**src/design/srm_pkg.sv**
```systemverilog
package srm_pkg;
	// register byte offsets
	localparam logic [7:0] SRM_CTRL0_OFS = 8'h00;
	localparam logic [7:0] SRM_CTRL1_OFS = 8'h04;
	localparam logic [7:0] SRM_RATIO0_OFS = 8'h08;
	localparam logic [7:0] SRM_RATIO1_OFS = 8'h0C;
	localparam logic [7:0] SRM_VLIM0_OFS = 8'h10;
	localparam logic [7:0] SRM_VLIM1_OFS = 8'h14;
	localparam logic [7:0] SRM_STATUS_OFS = 8'h18;
	localparam logic [7:0] SRM_IDENT_OFS = 8'h1C;

	// control fields
	localparam int SRM_CTRL_EN_BIT = 0;
	localparam int SRM_CTRL_IDX_BIT = 1;
	localparam int SRM_CTRL_SECOND_BIT = 2;
	localparam int SRM_CTRL_MODE_LSB = 3;
	localparam int SRM_CTRL_ERRPOL_BIT = 5;
	localparam int SRM_CTRL_W = 6;
	localparam logic [5:0] SRM_CTRL_RST = 6'h00;

	// status fields, per axis at SRM_STAT_AXIS_STRIDE
	localparam int SRM_STAT_SHEAR_BIT = 0;
	localparam int SRM_STAT_AUX_BIT = 1;
	localparam int SRM_STAT_ACTIVE_BIT = 2;
	localparam int SRM_STAT_SPEED_BIT = 3;
	localparam int SRM_STAT_AXIS_STRIDE = 8;

	// voltage limit fields
	localparam int SRM_VLIM_LO_LSB = 0;
	localparam int SRM_VLIM_HI_LSB = 8;
	localparam logic [15:0] SRM_VLIM_RST = 16'hFF00;

	// ratio f_ab/f_z, unsigned q16.16
	localparam logic [31:0] SRM_RATIO_ONE = 32'h0001_0000;
	localparam logic [31:0] SRM_RATIO_RST = 32'h0001_0000;
	localparam int SRM_FRAC_BITS = 16;

	// feasibility tolerances
	localparam logic [40:0] SRM_TOL_HI_HALVES = 41'h000_0000_000F;
	localparam logic [40:0] SRM_TOL_LO_AB = 41'h000_0004_8000;
	localparam logic [3:0] SRM_WARM_HI_Z = 4'h8;
	localparam logic [3:0] SRM_WARM_LO_AB = 4'h5;

	// auxiliary track modes
	typedef enum logic [1:0] {
		SRM_AUX_OFF,
		SRM_AUX_ERROR,
		SRM_AUX_VOLTAGE,
		SRM_AUX_SPARE
	} srm_aux_type;
	localparam int SRM_AUX_FULL_SCALE_MV = 30000;
	localparam int SRM_AUX_ZERO_MV = 0;

	// minimum speed
	localparam longint unsigned SRM_CLK_HZ = 64'd100000000;
	localparam longint unsigned SRM_MIN_FREQ_MHZ = 64'd10;
	localparam longint unsigned SRM_MIN_PERIOD_CYC =
		(SRM_CLK_HZ * 64'd1000 + SRM_MIN_FREQ_MHZ - 64'd1) / SRM_MIN_FREQ_MHZ;
	localparam int SRM_TIMER_W = 34;

	// arbitrary identification value
	localparam logic [31:0] SRM_IDENT = 32'h5352_0001;
endpackage

```
**src/design/srm_pin_sync.sv**
```systemverilog
`timescale 1ns/100ps
module srm_pin_sync (
	// clock and reset
	input wire logic pclk,
	input wire logic presetn,
	// pin and synchronised views
	input wire logic pin,
	output logic level,
	output logic rise
);
	logic meta;
	logic hold;

	always_ff @(posedge pclk or negedge presetn) begin
		if (!presetn) begin
			meta <= 1'b0;
			level <= 1'b0;
			hold <= 1'b0;
			rise <= 1'b0;
		end else begin
			meta <= pin;
			level <= meta;
			hold <= level;
			rise <= level & ~hold;
		end
	end
endmodule // srm_pin_sync

```
**src/design/srm_monitor.sv**
```systemverilog
`timescale 1ns/100ps
// Functional notes
// - supervision waits for minimum speed and used-up feasibility tolerance
// - minimum speed: reference track above 10 mHz, Z if ratio >= 1 else AB
// - ratio >= 1: tolerance 7.5 Z pulses, ratio times 7.5 AB pulses
// - ratio < 1: tolerance 4.5 AB pulses, 4.5 / ratio Z pulses
// - index required for supervision; without index the Z input is ignored and supervision stays off
// - a proximity switch on track Z serves as reference pulse
// - auxiliary track as encoder error input raises a fault
// - voltage mode flags aux level outside configured limits
// - index may come from a second sensor instead of track Z
// - implausible sensor signal reported per axis
module srm_monitor #(
	parameter logic [srm_pkg::SRM_TIMER_W-1:0] MIN_PERIOD_CYC =
		srm_pkg::SRM_TIMER_W'(srm_pkg::SRM_MIN_PERIOD_CYC)
) (
	// clock and reset
	input wire logic pclk,
	input wire logic presetn,
	// apb slave
	input wire logic psel,
	input wire logic penable,
	input wire logic pwrite,
	input wire logic [7:0] paddr,
	input wire logic [31:0] pwdata,
	input wire logic [3:0] pstrb,
	output logic [31:0] prdata,
	output logic pready,
	output logic pslverr,
	// sensor tracks per axis
	input wire logic [1:0] enc_a,
	input wire logic [1:0] enc_b,
	input wire logic [1:0] enc_z,
	input wire logic [1:0] second_index,
	input wire logic [1:0] aux_error,
	// aux track level codes, 0 to full scale
	input wire logic [7:0] aux_level_0,
	input wire logic [7:0] aux_level_1,
	// fault indications
	output logic [1:0] shearpin_fault,
	output logic [1:0] aux_fault,
	output logic [1:0] implausible,
	output logic [1:0] supervision_active
);
	import srm_pkg::*;

	logic [SRM_CTRL_W-1:0] ctrl [2];
	logic [31:0] ratio [2];
	logic [15:0] vlim [2];
	logic [1:0] speed_ok;
	logic [SRM_TIMER_W-1:0] timer [2];
	logic [3:0] warm [2];
	logic signed [40:0] acc [2];
	logic [1:0] a_level, a_rise;
	logic [1:0] b_level;
	logic [1:0] z_rise, s_rise, e_level;
	logic [1:0] ab_pulse, idx_pulse, ref_pulse, warm_pulse;
	logic [1:0] ratio_hi, run, warm_done, shear_set, aux_set;
	logic [1:0] shear_clr, aux_clr;
	logic [40:0] tol [2];
	logic [7:0] level [2];
	logic wr, rd_setup;
	logic [31:0] next_prdata;
	logic next_pslverr;

	function automatic logic [40:0] srm_abs(input logic signed [40:0] v);
		srm_abs = v[40] ? 41'(-v) : 41'(v);
	endfunction

	function automatic logic [31:0] srm_merge(input logic [31:0] old,
			input logic [31:0] data, input logic [3:0] strb);
		logic [31:0] r;
		r = old;
		for (int i = 0; i < 4; i++) begin
			if (strb[i]) begin
				r[i*8 +: 8] = data[i*8 +: 8];
			end
		end
		srm_merge = r;
	endfunction

	// pin synchronisers
	for (genvar g = 0; g < 2; g++) begin : g_sync
		srm_pin_sync u_a (
			.pclk(pclk),
			.presetn(presetn),
			.pin(enc_a[g]),
			.level(a_level[g]),
			.rise(a_rise[g])
		);
		srm_pin_sync u_b (
			.pclk(pclk),
			.presetn(presetn),
			.pin(enc_b[g]),
			.level(b_level[g]),
			.rise()
		);
		srm_pin_sync u_z (
			.pclk(pclk),
			.presetn(presetn),
			.pin(enc_z[g]),
			.level(),
			.rise(z_rise[g])
		);
		srm_pin_sync u_s (
			.pclk(pclk),
			.presetn(presetn),
			.pin(second_index[g]),
			.level(),
			.rise(s_rise[g])
		);
		srm_pin_sync u_e (
			.pclk(pclk),
			.presetn(presetn),
			.pin(aux_error[g]),
			.level(e_level[g]),
			.rise()
		);
	end

	assign level[0] = aux_level_0;
	assign level[1] = aux_level_1;

	// per-axis pulse routing and thresholds
	always_comb begin
		for (int i = 0; i < 2; i++) begin
			ab_pulse[i] = a_rise[i];
			// z ignored unless an index source is configured
			// source: track z (index or proximity switch) or second sensor
			idx_pulse[i] = ctrl[i][SRM_CTRL_IDX_BIT] &
				(ctrl[i][SRM_CTRL_SECOND_BIT] ? s_rise[i] : z_rise[i]);
			ratio_hi[i] = ratio[i] >= SRM_RATIO_ONE;
			// reference track for the speed limit
			ref_pulse[i] = ratio_hi[i] ? idx_pulse[i] : ab_pulse[i];
			warm_pulse[i] = ref_pulse[i];
			// tolerance in ab pulses, q16.16
			tol[i] = ratio_hi[i] ?
				41'((41'(ratio[i]) * SRM_TOL_HI_HALVES) >> 1) :
				SRM_TOL_LO_AB;
			warm_done[i] = warm[i] >=
				(ratio_hi[i] ? SRM_WARM_HI_Z : SRM_WARM_LO_AB);
			run[i] = ctrl[i][SRM_CTRL_EN_BIT] &
				ctrl[i][SRM_CTRL_IDX_BIT] & speed_ok[i];
			shear_set[i] = run[i] & warm_done[i] &
				(srm_abs(acc[i]) > tol[i]);
			aux_set[i] = 1'b0;
			case (srm_aux_type'(ctrl[i][SRM_CTRL_MODE_LSB +: 2]))
				SRM_AUX_ERROR: begin
					aux_set[i] = ctrl[i][SRM_CTRL_EN_BIT] &
						(e_level[i] == ctrl[i][SRM_CTRL_ERRPOL_BIT]);
				end
				SRM_AUX_VOLTAGE: begin
					aux_set[i] = ctrl[i][SRM_CTRL_EN_BIT] &
						((level[i] > vlim[i][SRM_VLIM_HI_LSB +: 8]) |
						(level[i] < vlim[i][SRM_VLIM_LO_LSB +: 8]));
				end
				default: begin
					aux_set[i] = 1'b0;
				end
			endcase
		end
	end

	// speed timer: cycles since the last reference pulse
	always_ff @(posedge pclk or negedge presetn) begin
		if (!presetn) begin
			for (int i = 0; i < 2; i++) begin
				timer[i] <= '1;
			end
			speed_ok <= 2'b00;
		end else begin
			for (int i = 0; i < 2; i++) begin
				if (ref_pulse[i]) begin
					timer[i] <= '0;
				end else if (timer[i] != '1) begin
					timer[i] <= timer[i] + 1'b1;
				end
				speed_ok[i] <= timer[i] < MIN_PERIOD_CYC;
			end
		end
	end

	// feasibility warm-up and ratio accumulator
	always_ff @(posedge pclk or negedge presetn) begin
		if (!presetn) begin
			for (int i = 0; i < 2; i++) begin
				warm[i] <= 4'h0;
				acc[i] <= '0;
			end
		end else begin
			for (int i = 0; i < 2; i++) begin
				if (!run[i]) begin
					// below minimum speed the tolerance window restarts
					warm[i] <= 4'h0;
					acc[i] <= '0;
				end else begin
					if (warm_pulse[i] && !warm_done[i]) begin
						warm[i] <= warm[i] + 4'h1;
					end
					// ab pulse adds one, index pulse removes the ratio
					acc[i] <= acc[i] +
						(ab_pulse[i] ? 41'(1) << SRM_FRAC_BITS : 41'(0)) -
						(idx_pulse[i] ? 41'(ratio[i]) : 41'(0));
				end
			end
		end
	end

	// sticky faults, set wins over a software clear
	always_ff @(posedge pclk or negedge presetn) begin
		if (!presetn) begin
			shearpin_fault <= 2'b00;
			aux_fault <= 2'b00;
			implausible <= 2'b00;
			supervision_active <= 2'b00;
		end else begin
			shearpin_fault <= shear_set | (shearpin_fault & ~shear_clr);
			aux_fault <= aux_set | (aux_fault & ~aux_clr);
			implausible <= shear_set | aux_set |
				(shearpin_fault & ~shear_clr) | (aux_fault & ~aux_clr);
			supervision_active <= run & warm_done;
		end
	end

	// apb decode, zero wait states
	assign pready = 1'b1;
	assign wr = psel & penable & pwrite;
	assign rd_setup = psel & ~penable;

	always_comb begin
		for (int i = 0; i < 2; i++) begin
			shear_clr[i] = wr & (paddr == SRM_STATUS_OFS) &
				pstrb[i] & pwdata[i*SRM_STAT_AXIS_STRIDE + SRM_STAT_SHEAR_BIT];
			aux_clr[i] = wr & (paddr == SRM_STATUS_OFS) &
				pstrb[i] & pwdata[i*SRM_STAT_AXIS_STRIDE + SRM_STAT_AUX_BIT];
		end
	end

	always_ff @(posedge pclk or negedge presetn) begin
		if (!presetn) begin
			for (int i = 0; i < 2; i++) begin
				ctrl[i] <= SRM_CTRL_RST;
				ratio[i] <= SRM_RATIO_RST;
				vlim[i] <= SRM_VLIM_RST;
			end
		end else if (wr) begin
			case (paddr)
				SRM_CTRL0_OFS: begin
					ctrl[0] <= SRM_CTRL_W'(srm_merge(32'(ctrl[0]), pwdata, pstrb));
				end
				SRM_CTRL1_OFS: begin
					ctrl[1] <= SRM_CTRL_W'(srm_merge(32'(ctrl[1]), pwdata, pstrb));
				end
				SRM_RATIO0_OFS: begin
					ratio[0] <= srm_merge(ratio[0], pwdata, pstrb);
				end
				SRM_RATIO1_OFS: begin
					ratio[1] <= srm_merge(ratio[1], pwdata, pstrb);
				end
				SRM_VLIM0_OFS: begin
					vlim[0] <= 16'(srm_merge(32'(vlim[0]), pwdata, pstrb));
				end
				SRM_VLIM1_OFS: begin
					vlim[1] <= 16'(srm_merge(32'(vlim[1]), pwdata, pstrb));
				end
				default: begin
				end
			endcase
		end
	end

	always_comb begin
		next_prdata = 32'h0000_0000;
		next_pslverr = 1'b0;
		case (paddr)
			SRM_CTRL0_OFS: next_prdata = 32'(ctrl[0]);
			SRM_CTRL1_OFS: next_prdata = 32'(ctrl[1]);
			SRM_RATIO0_OFS: next_prdata = ratio[0];
			SRM_RATIO1_OFS: next_prdata = ratio[1];
			SRM_VLIM0_OFS: next_prdata = 32'(vlim[0]);
			SRM_VLIM1_OFS: next_prdata = 32'(vlim[1]);
			SRM_STATUS_OFS: begin
				for (int i = 0; i < 2; i++) begin
					next_prdata[i*SRM_STAT_AXIS_STRIDE + SRM_STAT_SHEAR_BIT] =
						shearpin_fault[i];
					next_prdata[i*SRM_STAT_AXIS_STRIDE + SRM_STAT_AUX_BIT] =
						aux_fault[i];
					next_prdata[i*SRM_STAT_AXIS_STRIDE + SRM_STAT_ACTIVE_BIT] =
						supervision_active[i];
					next_prdata[i*SRM_STAT_AXIS_STRIDE + SRM_STAT_SPEED_BIT] =
						speed_ok[i];
				end
			end
			SRM_IDENT_OFS: next_prdata = SRM_IDENT;
			default: next_pslverr = 1'b1;
		endcase
	end

	// read data captured in the setup phase, valid through access
	always_ff @(posedge pclk or negedge presetn) begin
		if (!presetn) begin
			prdata <= 32'h0000_0000;
			pslverr <= 1'b0;
		end else if (rd_setup) begin
			prdata <= pwrite ? 32'h0000_0000 : next_prdata;
			pslverr <= next_pslverr;
		end else if (!psel) begin
			pslverr <= 1'b0;
		end
	end

	logic unused_b;
	assign unused_b = ^b_level;
endmodule // srm_monitor

```
**config.mk**
```make
export PLATFORM = sky130hd
export DESIGN_NAME = srm_monitor
export DESIGN_NICKNAME = d
export VERILOG_FILES = /design/src/design/srm_pkg.sv /design/src/design/srm_pin_sync.sv /design/src/design/srm_monitor.sv
export SDC_FILE = /design/constraint.sdc
export NUM_CORES = 1
export LEC_CHECK = 0
export BUFFER_PORTS_ARGS = -buffer_cell sky130_fd_sc_hd__buf_2
export CORE_ASPECT_RATIO = 0.75
export CORE_MARGIN = 2
export CORE_UTILIZATION = 42
export DETAILED_ROUTE_END_ITERATION = 7
export PLACE_DENSITY = 0.59
export SLEW_MARGIN = 25
export SYNTH_ARGS = -nofsm -noshare
export SYNTH_HDL_FRONTEND = slang
export SYNTH_SLANG_ARGS = --single-unit
```
**constraint.sdc**
```tcl
create_clock -name pclk -period 10.9 [get_ports pclk]
set_clock_uncertainty 0.05 [all_clocks]
set_input_delay 3.27 -clock pclk [delete_from_list [all_inputs] [get_ports pclk]]
set_output_delay 3.27 -clock pclk [all_outputs]
set_load 0.01 [all_outputs]
```
After elaboration in Yosys (flattened, before gate mapping)
Cells that the tools add are included.
Widths: inputs -> output; s select.
{"block": "classes", "reduce_logical": 22, "add_sub_neg": 10, "n_mux": 34, "order_cmp": 12, "eq_ne": 18, "n_mul": 2, "n_bitwise": 49}
{"operator": "$mux 41", "count": 4}
{"operator": "$mux 34", "count": 4}
{"operator": "$pmux 20 s5", "count": 1}
{"operator": "$mux 32", "count": 3}
{"operator": "$add 41x17->41", "count": 2}
{"operator": "$gt 41x35->1", "count": 2}
{"operator": "$neg 41->41", "count": 2}
{"operator": "$sub 41x32->41", "count": 2}
{"operator": "$mul 32x4->36 const B", "count": 2}
{"operator": "$mux 35", "count": 2}
{"operator": "$add 34x1->34 const B", "count": 2}
{"operator": "$lt 34x34->1 const B", "count": 2}
{"operator": "$ne 34x34->1 const B", "count": 2}
{"operator": "$ge 32x17->1 const B", "count": 2}
{"operator": "$reduce_and 3->1", "count": 14}
{"operator": "$mux 17", "count": 2}
{"operator": "$eq 8x5->1 const B", "count": 4}
{"operator": "$pmux 4 s8", "count": 1}
{"operator": "$and 1x1->1", "count": 30}
{"operator": "$mux 4", "count": 6}
{"operator": "$pmux 4 s6", "count": 1}
{"operator": "$pmux 4 s5", "count": 1}
{"operator": "$eq 8x4->1 const B", "count": 2}
{"operator": "$gt 8x8->1", "count": 2}
{"operator": "20 further kinds", "count": 52}
{"block": "word_totals", "output_inout_bits": 42, "wordCells": 202, "regBits": 337, "inputBits": 75}

Longest topological paths before layout
Gate-level depths: netlist of the first run.
{"block": "depth", "depth_word": 9, "ltp_mapped": 25, "depth_no_buf": 24}

By module
From an unflattened synthesis of the first run, not the netlist that was laid out.
{"block": "hier_totals", "hier_cells": 3533, "hier_area_um2": 31413.9}
{"mod": "srm_monitor", "area_per_inst_um2": 30503.0, "n_inst": 1, "seq_area_each_um2": 7840.0, "cells_each": 3493}
{"mod": "srm_pin_sync", "area_per_inst_um2": 113.9, "n_inst": 8, "seq_area_each_um2": 100.1, "cells_each": 5}

Worst setup path before layout of the first run
OpenSTA, ideal clock, no wires.
{"block": "synth_path", "path_type": "input port to flip-flop", "startpoint": "in paddr[0]", "endpoint": "reg prdata[17]", "slack_ns": 5.390, "path_buffers": 1, "cell_stages": 7, "setup_ns": 0.083, "arrival_time_ns": 5.377, "required_ns": 10.767, "cell_sequence": "or4_1 -> or2_2 -> clkbuf_1 -> or2_2 -> or3_1 -> or2_0 -> o21ai_0"}
{"block": "synth_via", "elab_chain_cells": 3, "elab_cells_between_ends": 7, "cone_classes": "eq/ne (5); mux (2)"}
{"item": "from (decl)", "line_no": "srm_monitor.sv:24", "rtl": "input wire logic [7:0] paddr,"}
{"item": "$eq 8x5->1 or $eq 8x4->1 (tied branches)", "line_no": "srm_monitor.sv:275", "rtl": "case (paddr)"}
{"item": "$pmux 20 s5 *", "line_no": "srm_monitor.sv:275"}
{"item": "$mux 32 *", "line_no": "srm_monitor.sv:305", "rtl": "prdata <= pwrite ? 32'h0000_0000 : next_prdata;"}
{"item": "to (signal assigned)", "line_no": "srm_monitor.sv:305"}
{"item": "to (decl)", "line_no": "srm_monitor.sv:27", "rtl": "output logic [31:0] prdata,"}
Mark *: on every way between the ends. The rest lies on a longest branch, timed or not.
A chain may end at the register's enable or synchronous reset.

Final worst setup path of the first run
{"block": "layout_path", "startpoint": "reg ratio[48] in the netlist's numbering", "endpoint": "reg implausible[0]"}
{"block": "layout_via", "elab_chain_cells": 8, "elab_cells_between_ends": 11, "cone_classes": "mul (1); order compare (3); mux (2); bitwise (5)"}
{"item": "from (decl)", "line_no": "srm_monitor.sv:48", "rtl": "logic [31:0] ratio [2];"}
{"item": "branches (longest 4 deep; another with $gt 41x35->1)"}
{"item": "$and 1x1->1 *", "line_no": "srm_monitor.sv:144", "rtl": "shear_set[i] = run[i] & warm_done[i] &"}
{"item": "$or 2x2->2 * (2 in a row)", "line_no": "srm_monitor.sv:219", "rtl": "implausible <= shear_set | aux_set |"}
{"item": "$or 2x2->2 *", "line_no": "srm_monitor.sv:220", "rtl": "(shearpin_fault & ~shear_clr) | (aux_fault & ~aux_clr);"}
{"item": "to (signal assigned)", "line_no": "srm_monitor.sv:219"}
{"item": "to (decl)", "line_no": "srm_monitor.sv:42", "rtl": "output logic [1:0] implausible,"}
Mark *: on every way between the ends.

==> results of run 1 <==
[stage by stage]
| stage | total power [mW] | utilization [%] |
|---|---|---|
| CTS | 3.23 | 46.4 |
| global route | 3.34 | 46.4 |
| floorplan | 1.64 | - |
| detailed placement | 1.77 | 44.5 |
| global placement | 1.77 | 44.5 |
| finish | 3.19 | 46.5 |
[path summary, 6_finish.rpt]
| check | from | to | slack [ns] | cells past startpoint |
|---|---|---|---|---|
| worst max-delay path | ratio[48] | implausible[0] | 3.97 | 22 |
| worst min register to register | g_sync[1].u_a.meta | g_sync[1].u_a.level | 0.30 | 0 |
| worst min-delay path | g_sync[1].u_a.meta | g_sync[1].u_a.level | 0.30 | 0 |
| min in group asynchronous | presetn | ratio[62] | 2.70 | 1 |
| worst max register to register | ratio[48] | implausible[0] | 3.97 | 22 |
| max in group asynchronous | presetn | implausible[1] | 6.03 | 3 |
[logic make-up (layout without fill, tap and decap cells)]
logic type | after synthesis | after routing | synth area share, %
other | 1 | 7 | 0.0124
muxes | 56 | 56 | 2.02
buffers and inverters | 417 | 523 | 5.19
adders and majority gates | 512 | 512 | 24.3
DFF | 337 | 337 | 28.2
xor gates and xnor gates | 232 | 232 | 6.70
and+or+nand+nor | 1050 | 1050 | 16.6
AOI/OAI and AO/OA | 804 | 804 | 17.0
[metal layers]
| layer | up-vias | part of all wire (%) |
|---|---|---|
| met4 | 8 | 1.7 |
| met1 | 12100 | 51 |
| li1 | 12100 | - |
| met2 | 773 | 39 |
| met5 | - | 0.064 |
| met3 | 79 | 8.0 |
[synthesized netlist by cell type, types with 16 or more instances]
library cell    n  share of area, %
ha_1          386                16
nand2_1       365               4.5
inv_1         323               4.0
nor2_1        254               3.1
dfrtp_1       251                21
o21ai_0       228               3.8
a21oi_1       170               2.8
xnor2_1       140               4.0
fa_1          126               8.3
xor2_1         92               2.7
a21o_1         90               2.2
dfstp_2        86               7.5
nand3_1        82               1.4
clkbuf_1       81               1.0
nand4_1        60               1.2
nor3_1         60              0.99
mux2_2         41               1.5
a31oi_1        36              0.74
and3_1         33              0.68
nor2b_1        33              0.68
o21a_1         31              0.77
or3_1          29              0.60
o31ai_1        28              0.69
a211oi_1       27              0.67
nand2b_1       27              0.56
and2_1         22              0.45
o21bai_1       21              0.52
o211ai_1       17              0.42
a22oi_1        16              0.40
[sequential cells by signal (all words and copies together) (netlist names), 8 cells and up]
register / count
warm: 8
vlim: 32
acc: 82
ctrl: 12
ratio: 64
timer: 68
prdata: 32
[critical path, stage by stage (launching register included)]
cell and delay, ns:
dfstp_2 0.59, inv_1 0.19, fa_1 0.53, fa_1 0.53, inv_1 0.04, ha_1 0.37, and3_1 0.21, o21ai_0 0.43
o2111ai_1 0.18, nor3_1 0.56, o22ai_1 0.31, a221oi_1 0.42, nor2b_1 0.21, xnor2_1 0.14, nand2_1 0.07, ha_1 0.32
nand4_1 0.12, nor2_1 0.25, o21ai_0 0.21, o211ai_1 0.20, o211ai_1 0.22, a41oi_1 0.52, or2_1 0.17
[cell type report]
| class | count | share of cell area (%) |
|---|---|---|
| Inverter | 323 | 3.65 |
| Tap cell | 957 | 3.60 |
| Timing Repair Buffer | 129 | 2.09 |
| Sequential cell | 337 | 25.7 |
| Antenna cell | 6 | 0.0451 |
| Clock buffer | 52 | 3.23 |
| Clock inverter | 19 | 0.869 |
| Multi-Input combinational cell | 2655 | 60.8 |
[power groups by stage]
stage / Clock, mW / Sequential [mW] / Combinational (mW)
2_1_floorplan: 0 / 1.35 / 0.285
3_3_place_gp: 0 / 1.36 / 0.406
3_5_place_dp: 0 / 1.36 / 0.412
4_1_cts: 1.47 / 1.34 / 0.415
5_1_grt: 1.52 / 1.35 / 0.475
6_report: 1.44 / 1.34 / 0.415
==> impl_metrics.json, run 1 <==
{
  "outcome": "completed",
  "insertion_delay_ns": 0.58,
  "syn_avg_cell_area_um2": 8.89,
  "busiest_layer": "met1",
  "die_y_um": 237,
  "placed_cell_area_mm2": 0.0319,
  "sw_frac_of_total_pct": 27.5,
  "most-common-layout-cells": "ha_1 (386), nand2_1 (365), inv_1 (323)",
  "ctsHtreeMaxLevel": 2,
  "ys_types": 88,
  "synth_flop_cell": "dfrtp_1",
  "grt_pass1_wl_um": 136000,
  "initial_utilization_pct": 42.3,
  "dpl_worst_slack_ns": 4.18,
  "max_slew_margin_pct": 31.8,
  "tns_ns": 0,
  "area.sequential_mm2": 0.00854,
  "synth_edf_count": 0,
  "ys_seq_elements": 337,
  "netlist_instances": 3409,
  "pwr-share-clk_pct": 45.0,
  "cts_made_buffers": 39,
  "whs_ns": 0.299,
  "syn2layout_area_growth_pct": 9.73,
  "grt_pass1_vias": 23400,
  "die_x_um": 314,
  "slew_violations": 0,
  "globalRouteMet3Util_pct": 4.76,
  "wl_um": 85900,
  "avgRoutedWirePerCell_um": 19.2,
  "drive_above_1_share_pct": 10.3,
  "period_minus_slack_ns": 6.93,
  "cts-root-buf": "clkbuf_16",
  "dp.cells": 4401,
  "criticalPathCategory": "flop to flop",
  "power_density_mw_per_mm2": 96.0,
  "worst-path-max-fanout": 7,
  "drtAntennaViolNets": 0,
  "clk_pin_slew_ns": 0.07,
  "setup_ws_ns": 3.97,
  "ioPinCount": 117,
  "crit_path_end_kind": "flop",
  "clock.fmax_mhz": 144,
  "cts_post_setup_buffers_inserted": 0,
  "antenna_found_initial": 11,
  "finalSetupViolCount": 0,
  "maxCapViolations": 0,
  "cp-start-kind": "flop",
  "ys_seq_area_share_pct": 28.2,
  "use_met1_pct": 37.4,
  "cellInternalPower_mw": 2.31,
  "fin_nets": 4072,
  "fill_cells": 6941,
  "yosysWarnings": 0,
  "hpwl_um": 67900,
  "via_per_inst": 5.61,
  "cts_tree": "built",
  "syn_area_mm2": 0.0303,
  "rows": 85,
  "final_hold_viol_count": 0,
  "fin_cells": 4478,
  "leakagePower_nw": 15.9,
  "rsz0062_at_grt": "no",
  "final_common_cell": "ha_1",
  "vias": 25100,
  "clock_path_buffers": 3,
  "power_switching_uw": 877,
  "cts.sinks": 337,
  "drc": 0,
  "place.gp.congestion": 0.913,
  "hold_class": "flop to flop",
  "grt_max_degree": 108,
  "arrival_ns": 7.39,
  "tightest_slew_ns": 1.01,
  "gr-total-overflow": 0,
  "syn_nets": 3996,
  "grt_usage_pct": 23.2,
  "cts_resized": 0,
  "drtIter0Drc": 2311,
  "hold_buffers": 0,
  "multi_input_area_mm2": 0.0202,
  "met2_usage_pct": 31.3,
  "vdd_drop_max_uv": 119,
  "drt-pass1-iter-count": 7,
  "final_area_mm2": 0.0333,
  "die_area_mm2": 0.0744,
  "min_period_over_period_pct": 63.5,
  "synth-async-reset-ratio_pct": 100,
  "pwr-share-seq_pct": 42.0,
  "core_mm2": 0.0716,
  "power_frac_comb_pct": 13.0,
  "required_ns": 11.37,
  "io_buffers": 113
}
No activity file was read; power rests on OpenSTA's default activity.
==> inputs of run 2 (changes only) <==
- clock period: 10.9 -> 6.9 ns (I/O delays scaled with it)
==> run 2 against run 1 <==
Compared with the run above:
- worst setup slack got worse by 3.5 ns
- combinational power is 58% higher
- clock-buffer cell count rose by 4
- wire length decreased by 0.63%
- sequential power increased by 58%
- power grew 60%
- first-iteration DRC count down 14%
- final cell count rose by 0.38%
- largest power group unchanged
- core utilization up 0.23 points
- critical path type unchanged
- critical path depth shrank 1
==> impl_metrics.json, run 2 (same netlist as run 1, synthesis figures left out) <==
{
  "outcome": "completed",
  "worst-path-max-fanout": 6,
  "wl_um": 85400,
  "die_y_um": 237,
  "sw_frac_of_total_pct": 27.2,
  "power_density_mw_per_mm2": 153,
  "leakagePower_nw": 16.0,
  "cts_tree": "built",
  "hold_end": "g_sync[1].u_a.level",
  "drtIter0Drc": 1993,
  "drt-pass1-iter-count": 6,
  "clock_path_buffers": 3,
  "grt_usage_pct": 23.2,
  "cp-start-kind": "flop",
  "busiest_layer": "met1",
  "initial_utilization_pct": 42.3,
  "p_total_mw": 5.10,
  "largest_register_ffs": 82,
  "globalRouteMet3Util_pct": 5.95,
  "finalSetupViolCount": 0,
  "rsz0062_at_grt": "no",
  "via_per_inst": 5.57,
  "core_mm2": 0.0716,
  "fin_cells": 4495,
  "r2r_slack_ns": 0.49,
  "maxCapViolations": 0,
  "drtAntennaViolNets": 0,
  "crit_path_end_kind": "flop",
  "r2r.worst_path.cells": 21,
  "period_minus_slack_ns": 6.41,
  "antenna_found_initial": 13,
  "hold_class": "flop to flop",
  "avgRoutedWirePerCell_um": 19.0,
  "grt_max_degree": 121,
  "fin_nets": 4086,
  "final_hold_viol_count": 0,
  "fill_cells": 6998,
  "grt_pass1_vias": 23700,
  "clk_pin_slew_ns": 0.05,
  "dp.cells": 4412,
  "tightest_slew_ns": 1.13,
  "vias": 25000,
  "slew_violations": 0,
  "hold_buffers": 0,
  "most-common-layout-cells": "ha_1 (386), nand2_1 (365), inv_1 (323)",
  "whs_ns": 0.297,
  "hpwl_um": 67600,
  "insertion_delay_ns": 0.59,
  "rows": 85,
  "drc": 0,
  "criticalPathCategory": "flop to flop",
  "cts.sinks": 337,
  "final_area_mm2": 0.0334,
  "io_buffers": 113,
  "place.gp.congestion": 0.891,
  "max_slew_margin_pct": 24.2,
  "r2r-start": "ratio[3]",
  "required_ns": 7.36,
  "use_met1_pct": 36.3,
  "placed_cell_area_mm2": 0.0320,
  "final_common_cell": "ha_1",
  "cts-root-buf": "clkbuf_16",
  "die_area_mm2": 0.0744,
  "gr-total-overflow": 0,
  "die_x_um": 314,
  "ioPinCount": 117,
  "hp-start": "g_sync[1].u_a.meta",
  "top_register": "acc",
  "power_frac_comb_pct": 12.9,
  "cts_post_setup_buffers_inserted": 0,
  "grt_pass1_wl_um": 136000,
  "hold-path-cell-count": 0,
  "ctsHtreeMaxLevel": 2,
  "met2_usage_pct": 31.2,
  "cellInternalPower_mw": 3.71,
  "clock.fmax_mhz": 156,
  "vdd_drop_max_uv": 156,
  "drive_above_1_share_pct": 10.6,
  "cts_resized": 0,
  "tns_ns": 0,
  "pwr-share-seq_pct": 41.5,
  "cts_made_buffers": 42,
  "arrival_ns": 6.87,
  "min_period_over_period_pct": 92.9,
  "power_switching_mw": 1.39,
  "top_regs": "acc: 82 flops, timer: 68 flops, ratio: 64 flops",
  "syn2layout_area_growth_pct": 10.3,
  "rr_endpoint": "implausible[1]",
  "pwr-share-clk_pct": 45.6
}
[run 2: changes by cell type in the layout (fill, tap and decap cells not counted)]
cell,change
buf_12,+2
buf_4,+9
bufinv_16,-1
clkbuf_1,+1
clkbuf_16,+5
clkbuf_8,-2
clkinv_2,+6
diode_2,+1
inv_16,-1
inv_6,-3
o31ai_1,-1
o31ai_2,+1
o41ai_1,+1
o41ai_2,-1
[run 2: final cells by class]
type	count	area [um^2]	share of cell area [%]
Multi-Input combinational cell	2655	20200	60.5
Sequential cell	337	8540	25.6
Inverter	323	1210	3.63
Tap cell	957	1200	3.58
Clock buffer	56	1180	3.52
Timing Repair Buffer	140	803	2.40
Clock inverter	20	243	0.726
Antenna cell	7	17.5	0.0524
[run 2: worst max path at each step]
| stage | to | start | cells past startpoint | slack (ns) |
|---|---|---|---|---|
| global route | implausible[1] | ratio[0] | 22 | 0.17 |
| floorplan | implausible[0] | ratio[35] | 23 | 1.54 |
| finish | implausible[1] | ratio[3] | 21 | 0.49 |
| CTS | implausible[1] | ratio[3] | 21 | 0.59 |
| detailed placement | implausible[1] | ratio[3] | 21 | 0.63 |
| global placement | implausible[1] | ratio[3] | 21 | 0.62 |
[run 2: worst max-delay path: stages, from the launching register on]
cell and delay [ns]:
dfrtp_1 0.46, inv_1 0.22, fa_1 0.54, fa_1 0.51
inv_1 0.04, ha_1 0.24, or4_1 0.48, o22ai_1 0.44
o31ai_1 0.21, a311oi_1 0.58, o41ai_1 0.14, a21oi_1 0.19
xnor2_1 0.13, nand2_1 0.07, ha_1 0.31, a21o_1 0.11
a21oi_1 0.06, o311a_1 0.40, mux2_2 0.27, a211o_1 0.22
a31oi_1 0.47, or2_1 0.20
[run 2: power by group through the flow]
| stage | sequential [mW] | combinational [mW] | clock (mW) |
|---|---|---|---|
| floorplan | 2.14 | 0.451 | 0 |
| global placement | 2.15 | 0.645 | 0 |
| detailed placement | 2.15 | 0.654 | 0 |
| CTS | 2.12 | 0.658 | 2.40 |
| global route | 2.13 | 0.751 | 2.47 |
| finish | 2.12 | 0.657 | 2.33 |
[run 2: per-stage QoR]
stage / setup slack, ns / util [%]
final: 0.487 / 46.7
after global routing: 0.170 / 46.7
after CTS: 0.592 / 46.7
after detailed placement: 0.634 / 44.7
after global placement: 0.623 / 44.7
after floorplan: 1.54 / -
[run 2: layer usage]
metal  part of all wire [%]  vias up
met1                     51    12100
met2                     39      681
met5                  0.045        -
li1                       -    12100
met4                    2.1        8
met3                    8.6      101
